===== config.mk =====
export PLATFORM = sky130hd
export DESIGN_NAME = led7_als_regs
export DESIGN_NICKNAME = d
export VERILOG_FILES = /design/src/design/led7_als_pkg.sv /design/src/design/light_sensor_if.sv /design/src/design/led7_als_regs.sv /design/src/design/light_sensor_channel.sv
export SDC_FILE = /design/constraint.sdc
export NUM_CORES = 1
export LEC_CHECK = 0
export BUFFER_PORTS_ARGS = -buffer_cell sky130_fd_sc_hd__clkbuf_2
export CAP_MARGIN = 20
export CELL_PAD_IN_SITES_DETAIL_PLACEMENT = 0
export CELL_PAD_IN_SITES_GLOBAL_PLACEMENT = 1
export CORE_MARGIN = 5
export CORE_UTILIZATION = 35
export DETAILED_ROUTE_END_ITERATION = 7
export PLACE_DENSITY = 0.61
export SLEW_MARGIN = 30
export SYNTH_ARGS = -nofsm -noshare
export SYNTH_HDL_FRONTEND = slang
export SYNTH_HIERARCHICAL = 1
export SYNTH_SLANG_ARGS = --single-unit
export TNS_END_PERCENT = 5

===== constraint.sdc =====
create_clock -name clk -period 4.2 [get_ports clk]
set_input_delay 0.63 -clock clk [delete_from_list [all_inputs] [get_ports clk]]
set_output_delay 0.63 -clock clk [all_outputs]
set_load 0.1 [all_outputs]

===== src/design/led7_als_pkg.sv =====
// Constants and types shared by the LED7 level-current and light-comparator control block.
package led7_als_pkg;
  // Register offsets on the serial programming register port.
  localparam logic [7:0] ADDR_LED7_L4       = 8'h28;
  localparam logic [7:0] ADDR_LED7_L5       = 8'h29;
  localparam logic [7:0] ADDR_LIGHT_CTRL    = 8'h2d;
  localparam logic [7:0] ADDR_CMP_LAST      = 8'h39;
  localparam logic [7:0] ADDR_RAW_MAIN      = 8'h40;
  localparam logic [7:0] ADDR_RAW_SECOND    = 8'h41;
  localparam logic [7:0] ADDR_SMOOTH_MAIN   = 8'h42;
  localparam logic [7:0] ADDR_SMOOTH_SECOND = 8'h43;

  // Field layout of the level-current and comparator control registers.
  localparam int CODE_MSB      = 6;
  localparam int CODE_W        = 7;
  localparam int F2_HI         = 7;
  localparam int F2_LO         = 5;
  localparam int FR2_BIT       = 4;
  localparam int F1_HI         = 3;
  localparam int F1_LO         = 1;
  localparam int FR1_BIT       = 0;
  localparam int FILTER_CODE_W = 3;
  localparam int CMP_W         = 4;

  // Reset values.
  localparam logic [6:0] CODE_RESET   = 7'h00;
  localparam logic [2:0] FILTER_RESET = 3'h0;
  localparam logic [7:0] BYTE_ZERO    = 8'h00;

  // Timing: the filter base time doubles with each code step.
  localparam int FILTER_BASE_MS     = 80;
  localparam int CLK_KHZ            = 100000;
  localparam int FILTER_BASE_CYCLES = FILTER_BASE_MS * CLK_KHZ;
  localparam int FILTER_CNT_W       = 30;
  localparam int CONV_CYCLES        = 16;
  localparam int CONV_CNT_W         = 8;

  // Ambient-light level chosen from the main comparator outputs.
  typedef enum logic [2:0] {LEVEL_1, LEVEL_2, LEVEL_3, LEVEL_4, LEVEL_5} level_t;
endpackage


===== src/design/light_sensor_if.sv =====
// Carrier between the register block and one light-sensor channel.
`timescale 1ns/1ns
interface light_sensor_if;
  logic [2:0] filter_code;
  logic       start;
  logic       busy;
  logic       done;
  logic       tick;

  modport ctrl (output filter_code, output start, input busy, input done, input tick);
  modport chan (input filter_code, input start, output busy, output done, output tick);
endinterface


===== src/design/led7_als_regs.sv =====
// LED7 level 4/5 current codes and light-comparator control register slice.
// How it works
// Offset 0x28 holds the level-4 LED7 current code in bits 6:0; bit 7 reads zero.
// Offset 0x29 holds the level-5 LED7 current code in bits 6:0; bit 7 reads zero.
// Range bit 0: code maps on the 30 mA full-scale range.
// Range bit 1: code maps on the doubled 60 mA full-scale range.
// Comparator controls sit at 0x2D to 0x39; raw results read at 0x40 to 0x41, smoothed results at 0x42 to 0x43. This slice holds only 0x2D.
// Offset 0x2D: second filter 7:5, second force 4, main filter 3:1, main force 0.
// Filter code selects 80 ms doubling per step up to 10,240 ms, both sensors.
// Force bit starts conversion while backlight off, clears when done, ignored when on.
// LED7 takes the code of the active level, on the selected range; this slice drives code zero at levels 1 to 3.
`timescale 1ns/1ns
module led7_als_regs
  import led7_als_pkg::*;
#(
  parameter int FILTER_CYCLES = FILTER_BASE_CYCLES,
  parameter int CONV_LEN      = CONV_CYCLES
)
(
  input  wire logic             clk,
  input  wire logic             rst_b,
  input  wire logic [7:0]       reg_addr,
  input  wire logic             reg_wr,
  input  wire logic [7:0]       reg_wdata,
  output logic      [7:0]       reg_rd_data,
  input  wire logic             backlight_on,
  input  wire logic             led7_range_select,
  input  wire logic [CMP_W-1:0] cmp_main_in,
  input  wire logic [CMP_W-1:0] cmp_second_in,
  output logic      [CODE_W-1:0] led7_drive_code,
  output logic                  led7_double_range,
  output level_t                als_level
);
  typedef struct packed {
    logic [CODE_W-1:0] l4_code;
    logic [CODE_W-1:0] l5_code;
    logic [2:0]        f2;
    logic              fr2;
    logic [2:0]        f1;
    logic              fr1;
    logic [CMP_W-1:0]  main_sync1;
    logic [CMP_W-1:0]  main_sync2;
    logic [CMP_W-1:0]  second_sync1;
    logic [CMP_W-1:0]  second_sync2;
    logic [CMP_W-1:0]  main_smooth;
    logic [CMP_W-1:0]  second_smooth;
    logic [7:0]        rd_data;
    logic [CODE_W-1:0] drive_code;
    logic              double_range;
    level_t            level;
  } regs_state_t;

  regs_state_t s;
  regs_state_t next_s;
  logic wr_l4;
  logic wr_l5;
  logic wr_ctl;
  logic start_main;
  logic start_second;

  light_sensor_if main_if ();
  light_sensor_if second_if ();

  light_sensor_channel #(.BASE_CYCLES(FILTER_CYCLES), .CONV_LEN(CONV_LEN)) u_main
  (
    .clk   (clk),
    .rst_b (rst_b),
    .bus   (main_if)
  );
  light_sensor_channel #(.BASE_CYCLES(FILTER_CYCLES), .CONV_LEN(CONV_LEN)) u_second
  (
    .clk   (clk),
    .rst_b (rst_b),
    .bus   (second_if)
  );

  // Address decode; other offsets in the comparator range are not held here.
  assign wr_l4  = reg_wr && (reg_addr == ADDR_LED7_L4);
  assign wr_l5  = reg_wr && (reg_addr == ADDR_LED7_L5);
  assign wr_ctl = reg_wr && (reg_addr == ADDR_LIGHT_CTRL);

  // A force request only starts a conversion with the backlight off and none pending.
  assign start_main   = wr_ctl && reg_wdata[FR1_BIT] && !backlight_on && !s.fr1;
  assign start_second = wr_ctl && reg_wdata[FR2_BIT] && !backlight_on && !s.fr2;

  assign main_if.filter_code   = s.f1;
  assign main_if.start         = start_main;
  assign second_if.filter_code = s.f2;
  assign second_if.start       = start_second;

  // Next-state for registers, synchronisers, filtered results and LED7 drive.
  always_comb
  begin
    next_s = s;
    if (wr_l4)
      next_s.l4_code = reg_wdata[CODE_MSB:0];
    if (wr_l5)
      next_s.l5_code = reg_wdata[CODE_MSB:0];
    if (wr_ctl)
    begin
      next_s.f2 = reg_wdata[F2_HI:F2_LO];
      next_s.f1 = reg_wdata[F1_HI:F1_LO];
    end
    // Set beats the completion clear; a force request while the backlight is on is dropped.
    next_s.fr1 = start_main || (s.fr1 && !main_if.done);
    next_s.fr2 = start_second || (s.fr2 && !second_if.done);

    // Comparator pins are asynchronous, so two flops before any use.
    next_s.main_sync1   = cmp_main_in;
    next_s.main_sync2   = s.main_sync1;
    next_s.second_sync1 = cmp_second_in;
    next_s.second_sync2 = s.second_sync1;
    if (main_if.tick || main_if.done)
      next_s.main_smooth = s.main_sync2;
    if (second_if.tick || second_if.done)
      next_s.second_smooth = s.second_sync2;

    // Highest tripped comparator picks the level.
    if (s.main_smooth[3])
      next_s.level = LEVEL_5;
    else if (s.main_smooth[2])
      next_s.level = LEVEL_4;
    else if (s.main_smooth[1])
      next_s.level = LEVEL_3;
    else if (s.main_smooth[0])
      next_s.level = LEVEL_2;
    else
      next_s.level = LEVEL_1;

    // Levels 1 to 3 live elsewhere; this slice drives zero current for them.
    unique case (s.level)
      LEVEL_4: next_s.drive_code = s.l4_code;
      LEVEL_5: next_s.drive_code = s.l5_code;
      default: next_s.drive_code = CODE_RESET;
    endcase
    next_s.double_range = led7_range_select;

    // Read mux, one cycle of latency; unmapped and reserved bits read zero.
    unique case (reg_addr)
      ADDR_LED7_L4:       next_s.rd_data = {1'b0, s.l4_code};
      ADDR_LED7_L5:       next_s.rd_data = {1'b0, s.l5_code};
      ADDR_LIGHT_CTRL:    next_s.rd_data = {s.f2, s.fr2, s.f1, s.fr1};
      ADDR_RAW_MAIN:      next_s.rd_data = {4'h0, s.main_sync2};
      ADDR_RAW_SECOND:    next_s.rd_data = {4'h0, s.second_sync2};
      ADDR_SMOOTH_MAIN:   next_s.rd_data = {4'h0, s.main_smooth};
      ADDR_SMOOTH_SECOND: next_s.rd_data = {4'h0, s.second_smooth};
      default:            next_s.rd_data = BYTE_ZERO;
    endcase
  end

  // State register.
  always_ff @(posedge clk or negedge rst_b)
  begin
    if (!rst_b)
      s <= '0;
    else
      s <= next_s;
  end

  assign reg_rd_data       = s.rd_data;
  assign led7_drive_code   = s.drive_code;
  assign led7_double_range = s.double_range;
  assign als_level         = s.level;
endmodule


===== src/design/light_sensor_channel.sv =====
// One light-sensor channel: filter period timer and forced conversion timer.
`timescale 1ns/1ns
module light_sensor_channel
  import led7_als_pkg::*;
#(
  parameter int BASE_CYCLES = FILTER_BASE_CYCLES,
  parameter int CONV_LEN    = CONV_CYCLES
)
(
  input wire logic       clk,
  input wire logic       rst_b,
  light_sensor_if.chan   bus
);
  typedef struct packed {
    logic [FILTER_CNT_W-1:0] period_cnt;
    logic [CONV_CNT_W-1:0]   conv_cnt;
    logic                    busy;
    logic                    done;
    logic                    tick;
  } chan_state_t;

  // Done is raised by the edge that ends the count, so it is seen one edge later.
  localparam int CONV_WAIT = CONV_LEN + 1;

  chan_state_t s;
  chan_state_t next_s;
  logic [FILTER_CNT_W-1:0] limit;

  // Period is the base time shifted by the code, so each step doubles it.
  assign limit = FILTER_CNT_W'(BASE_CYCLES) << bus.filter_code;

  // Next-state: the filter timer free-runs; a start arms a fixed conversion.
  always_comb
  begin
    next_s      = s;
    next_s.tick = 1'b0;
    next_s.done = 1'b0;
    if (s.period_cnt >= limit - FILTER_CNT_W'(1))
    begin
      // Using >= keeps the timer sane when the code shrinks mid-period.
      next_s.period_cnt = '0;
      next_s.tick       = 1'b1;
    end
    else
    begin
      next_s.period_cnt = s.period_cnt + FILTER_CNT_W'(1);
    end
    if (s.busy)
    begin
      if (s.conv_cnt == CONV_CNT_W'(CONV_LEN - 1))
      begin
        next_s.busy = 1'b0;
        next_s.done = 1'b1;
      end
      else
      begin
        next_s.conv_cnt = s.conv_cnt + CONV_CNT_W'(1);
      end
    end
    else if (bus.start)
    begin
      next_s.busy     = 1'b1;
      next_s.conv_cnt = '0;
    end
  end

  // State register.
  always_ff @(posedge clk or negedge rst_b)
  begin
    if (!rst_b)
      s <= '0;
    else
      s <= next_s;
  end

  assign bus.busy = s.busy;
  assign bus.done = s.done;
  assign bus.tick = s.tick;
endmodule


---- Word-level counts from Yosys, hierarchy flattened ----
Cells that the tools add are included.
cells by class
  $add $sub $neg .......................... 6
  $lt $le $gt $ge ......................... 2
  equality and inequality tests ........... 13
  shift-type cells ........................ 2
  mux-type cells .......................... 20
  reductions and logical operators ........ 24
operators with widths
  kind                                                                   number
  30-bit by 1-bit adder with 30-bit output (second input constant)       2
  30-bit greater-or-equal comparator                                     2
  30-bit two-way mux                                                     2
  23-bit by 3-bit left shift with 30-bit output (first input constant)   2
  30-bit by 1-bit subtractor with 30-bit output (second input constant)  2
  8-bit case mux with 7 select lines                                     1
  9-bit two-way mux                                                      4
  8-bit by 7-bit == test with 1-bit output (second input constant)       4
  8-bit by 6-bit == test with 1-bit output (second input constant)       3
  8-bit by 1-bit adder with 8-bit output (second input constant)         2
  8-bit by 4-bit == test with 1-bit output (second input constant)       2
  8-bit two-way mux                                                      2
  7-bit case mux with 2 select lines                                     1
  1-bit logical AND                                                      11
  2-bit two-way mux                                                      4
  1-bit logical NOT                                                      5
  1-bit two-way mux                                                      5
  1-bit logical OR                                                       4
  2-bit != test (second input constant)                                  2
  2-bit AND reduction                                                    2
  2-bit nonzero test                                                     2
  3-bit by 2-bit == test with 1-bit output (second input constant)       1
  3-bit == test (second input constant)                                  1
  3-bit two-way mux                                                      1
storage, ports and cells
  bits in registers ....................... 147
  input bits .............................. 29
  output and inout bits ................... 19
  word-level logic and storage cells ...... 93

---- Longest topological paths before layout ----
  word-level depth ........................ 7
  mapped depth ............................ 16
  mapped depth without buffers ............ 13

---- Modules after synthesis ----
Netlist, hierarchy kept.
by module, submodules not included
  module                            instances  cells each  area each (sq um)  seq. area each (sq um)
  light_sensor_channel at u_main    1          336         2,946.6            1,026.0
  light_sensor_channel at u_second  1          327         2,876.5            1,026.0
  led7_als_regs                     1          182         2,692.6            1,626.6

---- Worst setup path after synthesis ----
OpenSTA, ideal clock, no wires.
  kind .................................... register to register
  start point ............................. register s (netlist bit main_if.filter_code[0])
  end point ............................... register u_main/s[33] (netlist name)
  setup time .............................. 133 ps
  arrival time ............................ 3,369 ps
  data required time ...................... 4,067 ps
  slack ................................... 698 ps
  cell stages (with the launch flop) ...... 17
  buffers on the path ..................... 3
  period minus slack after synthesis ...... 3,502 ps
  cell sequence ........................... dfrtp_1 clkbuf_1 inv_1 ha_1 clkbuf_1 or3_1 a221oi_2 nand3_1 o21ai_0 a211oi_1 ha_1 and4_1 and4_1 o31ai_1 o211ai_1 clkbuf_1 nor2_1
RTL lines
  what                    line                        source
  start, declared         led7_als_regs.sv:53         regs_state_t s;
  start signal, assigned  led7_als_regs.sv:157        s <= next_s;
  end signal, assigned    light_sensor_channel.sv:73  s <= next_s;
  end, declared           light_sensor_channel.sv:25  chan_state_t s;

==> metrics.txt <==
Routed WL per cell=15.9 µm; Synth Area per Inst=10.1 µm²; register area share after synthesis=43.2%; Cells after Synth=845; Final Setup Violations=0; setup ws final=0.544 ns; cell accounting for the most synthesized area=sky130_fd_sc_hd__dfrtp_1; switching fraction of total power=27.8%; routability congestion estimate=0.757; Overflow after GRT=0; Switch Pwr=895 µW; Cell variety after synth=66; shortest period the worst path allows=3.66 ns; post-layout net count=963; Bufs on Longest Clock Path=2; First DRT Iteration DRCs=336; number of filler cells placed in the layout=2,463; share of power burned in the clock network=47.2%; count of flip-flops with a built-in enable after synthesis=0; area of the core region=24,100 µm²; area share of the largest cell type after synthesis=43.2%; Internal Pwr Total=2330 µW; cts repair resizes=0; Finished Layout Cells=1,213; total CTS buffers=17; routed vias/inst=5.06; via count of the first global-routing pass=6,360; post-route clock period utilization=87.0%; layout overhead on the synthesized area=12.6%; top cells by area, synth=sky130_fd_sc_hd__dfrtp_1 (43%), sky130_fd_sc_hd__ha_1 (8.5%), sky130_fd_sc_hd__nor2_1 (5.0%), sky130_fd_sc_hd__mux2_2 (4.2%), sky130_fd_sc_hd__xnor2_1 (4.2%); slew at the pin with the worst max-slew slack=0.774 ns; Sink Count=147; Crit Path Category=flop to flop; width of the die=166 µm; Seq. cell area=3680 µm²; Flop pwr share=45.1%; Slew headroom=48.4%; number of ports placed on the die boundary=48; Initial Util=35.3%; Clock Root Buffer=sky130_fd_sc_hd__clkbuf_16; total of hold buffers inserted after clock tree synthesis=0; required time worst endpoint=4.55 ns; placed wire-length estimate after detailed placement=13,500 µm; total of warnings raised by yosys=6; vertical die dimension=166 µm; maximum VDD drop=223 µV; peak fanout along the critical path=31; maximum number of pins on one net before global-route repair=91; leading cell type in the layout, fill and taps excluded=sky130_fd_sc_hd__dfrtp_1; wirelength, routed=19,300 µm; async set or reset register ratio after synthesis=100%; Port Buffers=47; Post-DRT Antenna Nets=0; Setup Slack @ Placement=0.559 ns; fraction of final layout cells sized beyond drive strength 1=16.2%; Post-Synthesis Cell Area=8520 µm²; clock input transition at the sequential cells of the worst setup and hold paths=0.07 ns; total count of max-transition violations in the final report=0; Post-CTS Setup Bufs=0; number of endpoints with negative hold slack in the final report=0; placed instance count=1,181; count of antenna diodes in the layout=0; classification of the worst-slack hold path=input port to async pin; arrival time reported for the critical path endpoint=4.01 ns; run status=finished clean; global-route wire length before repair=33,200 µm; commonest non-fill, non-tap cells in the layout=sky130_fd_sc_hd__dfrtp_1 (147), sky130_fd_sc_hd__nor2_1 (113), sky130_fd_sc_hd__nand2_1 (65), sky130_fd_sc_hd__ha_1 (58), sky130_fd_sc_hd__clkbuf_2 (46); setup TNS=0 ns; clock insertion delay at the later pin of the skew report=0.43 ns; overall track demand over capacity in global routing=14.5%; power density cells=336 nW/µm²; total of flip-flops plus latches after synthesis=147; number of standard-cell rows in the floorplan=57; final clock skew=0.0140 ns; syn_nets=932; max-capacitance violation count=0; commonest register cell after synthesis=sky130_fd_sc_hd__dfrtp_1; Leakage=0.00449 µW; endpoint kind of the worst setup timing path=flop; Die Footprint=27,500 µm²; logic gate share of total power=7.7%; Pre-Repair DR Iteration Count=4; initial antenna violation count=0; via total after detailed routing=6,133; number of H-tree levels=4; combined area of the multi-input logic cells=4480 µm²; kind of start point of the critical path=flop; DRC violations left=0; top achievable clock speed=274 MHz; unrepaired setup endpoints after global routing=false; clock tree from TritonCTS=done
==> sequential cells by signal, summed over array words and instances, names as in the netlist <==
signal and flops:
u_second/bus.busy 1, u_second/s 38, u_main/bus.busy 1, u_main/bus.done 1, u_second/bus.tick 1, u_main/s 38
led7_double_range 1, main_if.filter_code 3, als_level 3, s 32, u_main/bus.tick 1, reg_rd_data 8
led7_drive_code 7, next_s 8, u_second/bus.done 1, second_if.filter_code 3
==> Yosys cell counts (5+ instances only) <==
| master | number |
|---|---|
| sky130_fd_sc_hd__a21o_1 | 8 |
| sky130_fd_sc_hd__a21oi_1 | 23 |
| sky130_fd_sc_hd__a221oi_1 | 5 |
| sky130_fd_sc_hd__a22o_1 | 7 |
| sky130_fd_sc_hd__a22oi_1 | 8 |
| sky130_fd_sc_hd__and2_1 | 7 |
| sky130_fd_sc_hd__and3_1 | 12 |
| sky130_fd_sc_hd__and4_1 | 17 |
| sky130_fd_sc_hd__buf_2 | 8 |
| sky130_fd_sc_hd__buf_4 | 19 |
| sky130_fd_sc_hd__clkbuf_1 | 17 |
| sky130_fd_sc_hd__dfrtp_1 | 147 |
| sky130_fd_sc_hd__ha_1 | 58 |
| sky130_fd_sc_hd__inv_1 | 22 |
| sky130_fd_sc_hd__mux2_2 | 32 |
| sky130_fd_sc_hd__nand2_1 | 65 |
| sky130_fd_sc_hd__nand2b_1 | 8 |
| sky130_fd_sc_hd__nand3_1 | 31 |
| sky130_fd_sc_hd__nand4_1 | 17 |
| sky130_fd_sc_hd__nor2_1 | 113 |
| sky130_fd_sc_hd__nor3_1 | 19 |
| sky130_fd_sc_hd__nor4_1 | 14 |
| sky130_fd_sc_hd__o21ai_0 | 24 |
| sky130_fd_sc_hd__o22ai_1 | 8 |
| sky130_fd_sc_hd__xnor2_1 | 41 |
| sky130_fd_sc_hd__xor2_1 | 37 |
==> metrics by stage <==
stage	hold slack, ns	util (%)	total power, µW	instance area, µm²
5_1_grt	0.276	39.8	3370	9590
3_5_place_dp	0.342	37.3	1730	9000
2_1_floorplan	0.331	-	1630	8520
4_1_cts	0.279	39.8	3280	9590
3_3_place_gp	0.334	37.3	1730	9000
6_report	0.238	39.8	3220	9590
==> cell type report <==
class,count,area share (%)
repair buffers,60,3.69
well taps,324,4.23
flip-flops and latches,147,38.4
multi-input cells,627,46.7
inverters,23,0.900
clock inverters,15,1.67
clock buffers,17,4.44
==> worst paths after layout <==
path                                   startpoint              to  slack (ns)  cells after the start
max                        main_if.filter_code[1]    u_main/s[19]        0.54                     14
min                                         rst_b  u_second/s[11]        0.24                      1
max reg2reg                main_if.filter_code[1]    u_main/s[19]        0.54                     14
min reg2reg                            next_s[36]           s[36]        0.35                      0
max in group asynchronous                   rst_b    als_level[0]        3.21                      2
min in group clk                 cmp_second_in[3]      next_s[30]        0.30                      1
==> cell families after synthesis <==
group,after synthesis,synth area share (%)
AOI/OAI and AO/OA,111,8.67
xor gates and xnor gates,78,8.02
adders and majority gates,58,8.52
buffers and inverters,71,4.26
DFF,147,43.2
muxes,44,6.55
and+or+nand+nor,336,20.8
==> metal layers <==
layer	track usage, %	wire length, µm	share of wire [%]	vias to the layer above
li1	-	-	-	3048
met1	20.3	9580	50	3011
met2	23.3	9110	47	58
met3	3.00	455	2.4	16
met4	3.37	197	1.0	0
met5	0	0	0	-
==> power by group through the flow <==
stage               clock [µW]  combinational, µW  sequential, µW
finish                    1520                250            1450
global route              1630                283            1450
CTS                       1570                254            1450
detailed placement           0                252            1480
global placement             0                253            1480
floorplan                    0                157            1480
==> critical path, cell delays in order (launching register included) <==
cell                       delay [ns]
sky130_fd_sc_hd__dfrtp_1         0.42
sky130_fd_sc_hd__buf_4           0.21
sky130_fd_sc_hd__ha_1            0.32
sky130_fd_sc_hd__or3_1           0.39
sky130_fd_sc_hd__a221oi_2        0.40
sky130_fd_sc_hd__nand3_1         0.14
sky130_fd_sc_hd__o21ai_0         0.12
sky130_fd_sc_hd__a211oi_1        0.10
sky130_fd_sc_hd__ha_1            0.31
sky130_fd_sc_hd__a21oi_1         0.14
sky130_fd_sc_hd__nand2_1         0.07
sky130_fd_sc_hd__a221oi_1        0.40
sky130_fd_sc_hd__o211ai_1        0.13
sky130_fd_sc_hd__buf_4           0.26
sky130_fd_sc_hd__nor2_1          0.15
No activity file was read; power rests on OpenSTA's default activity.
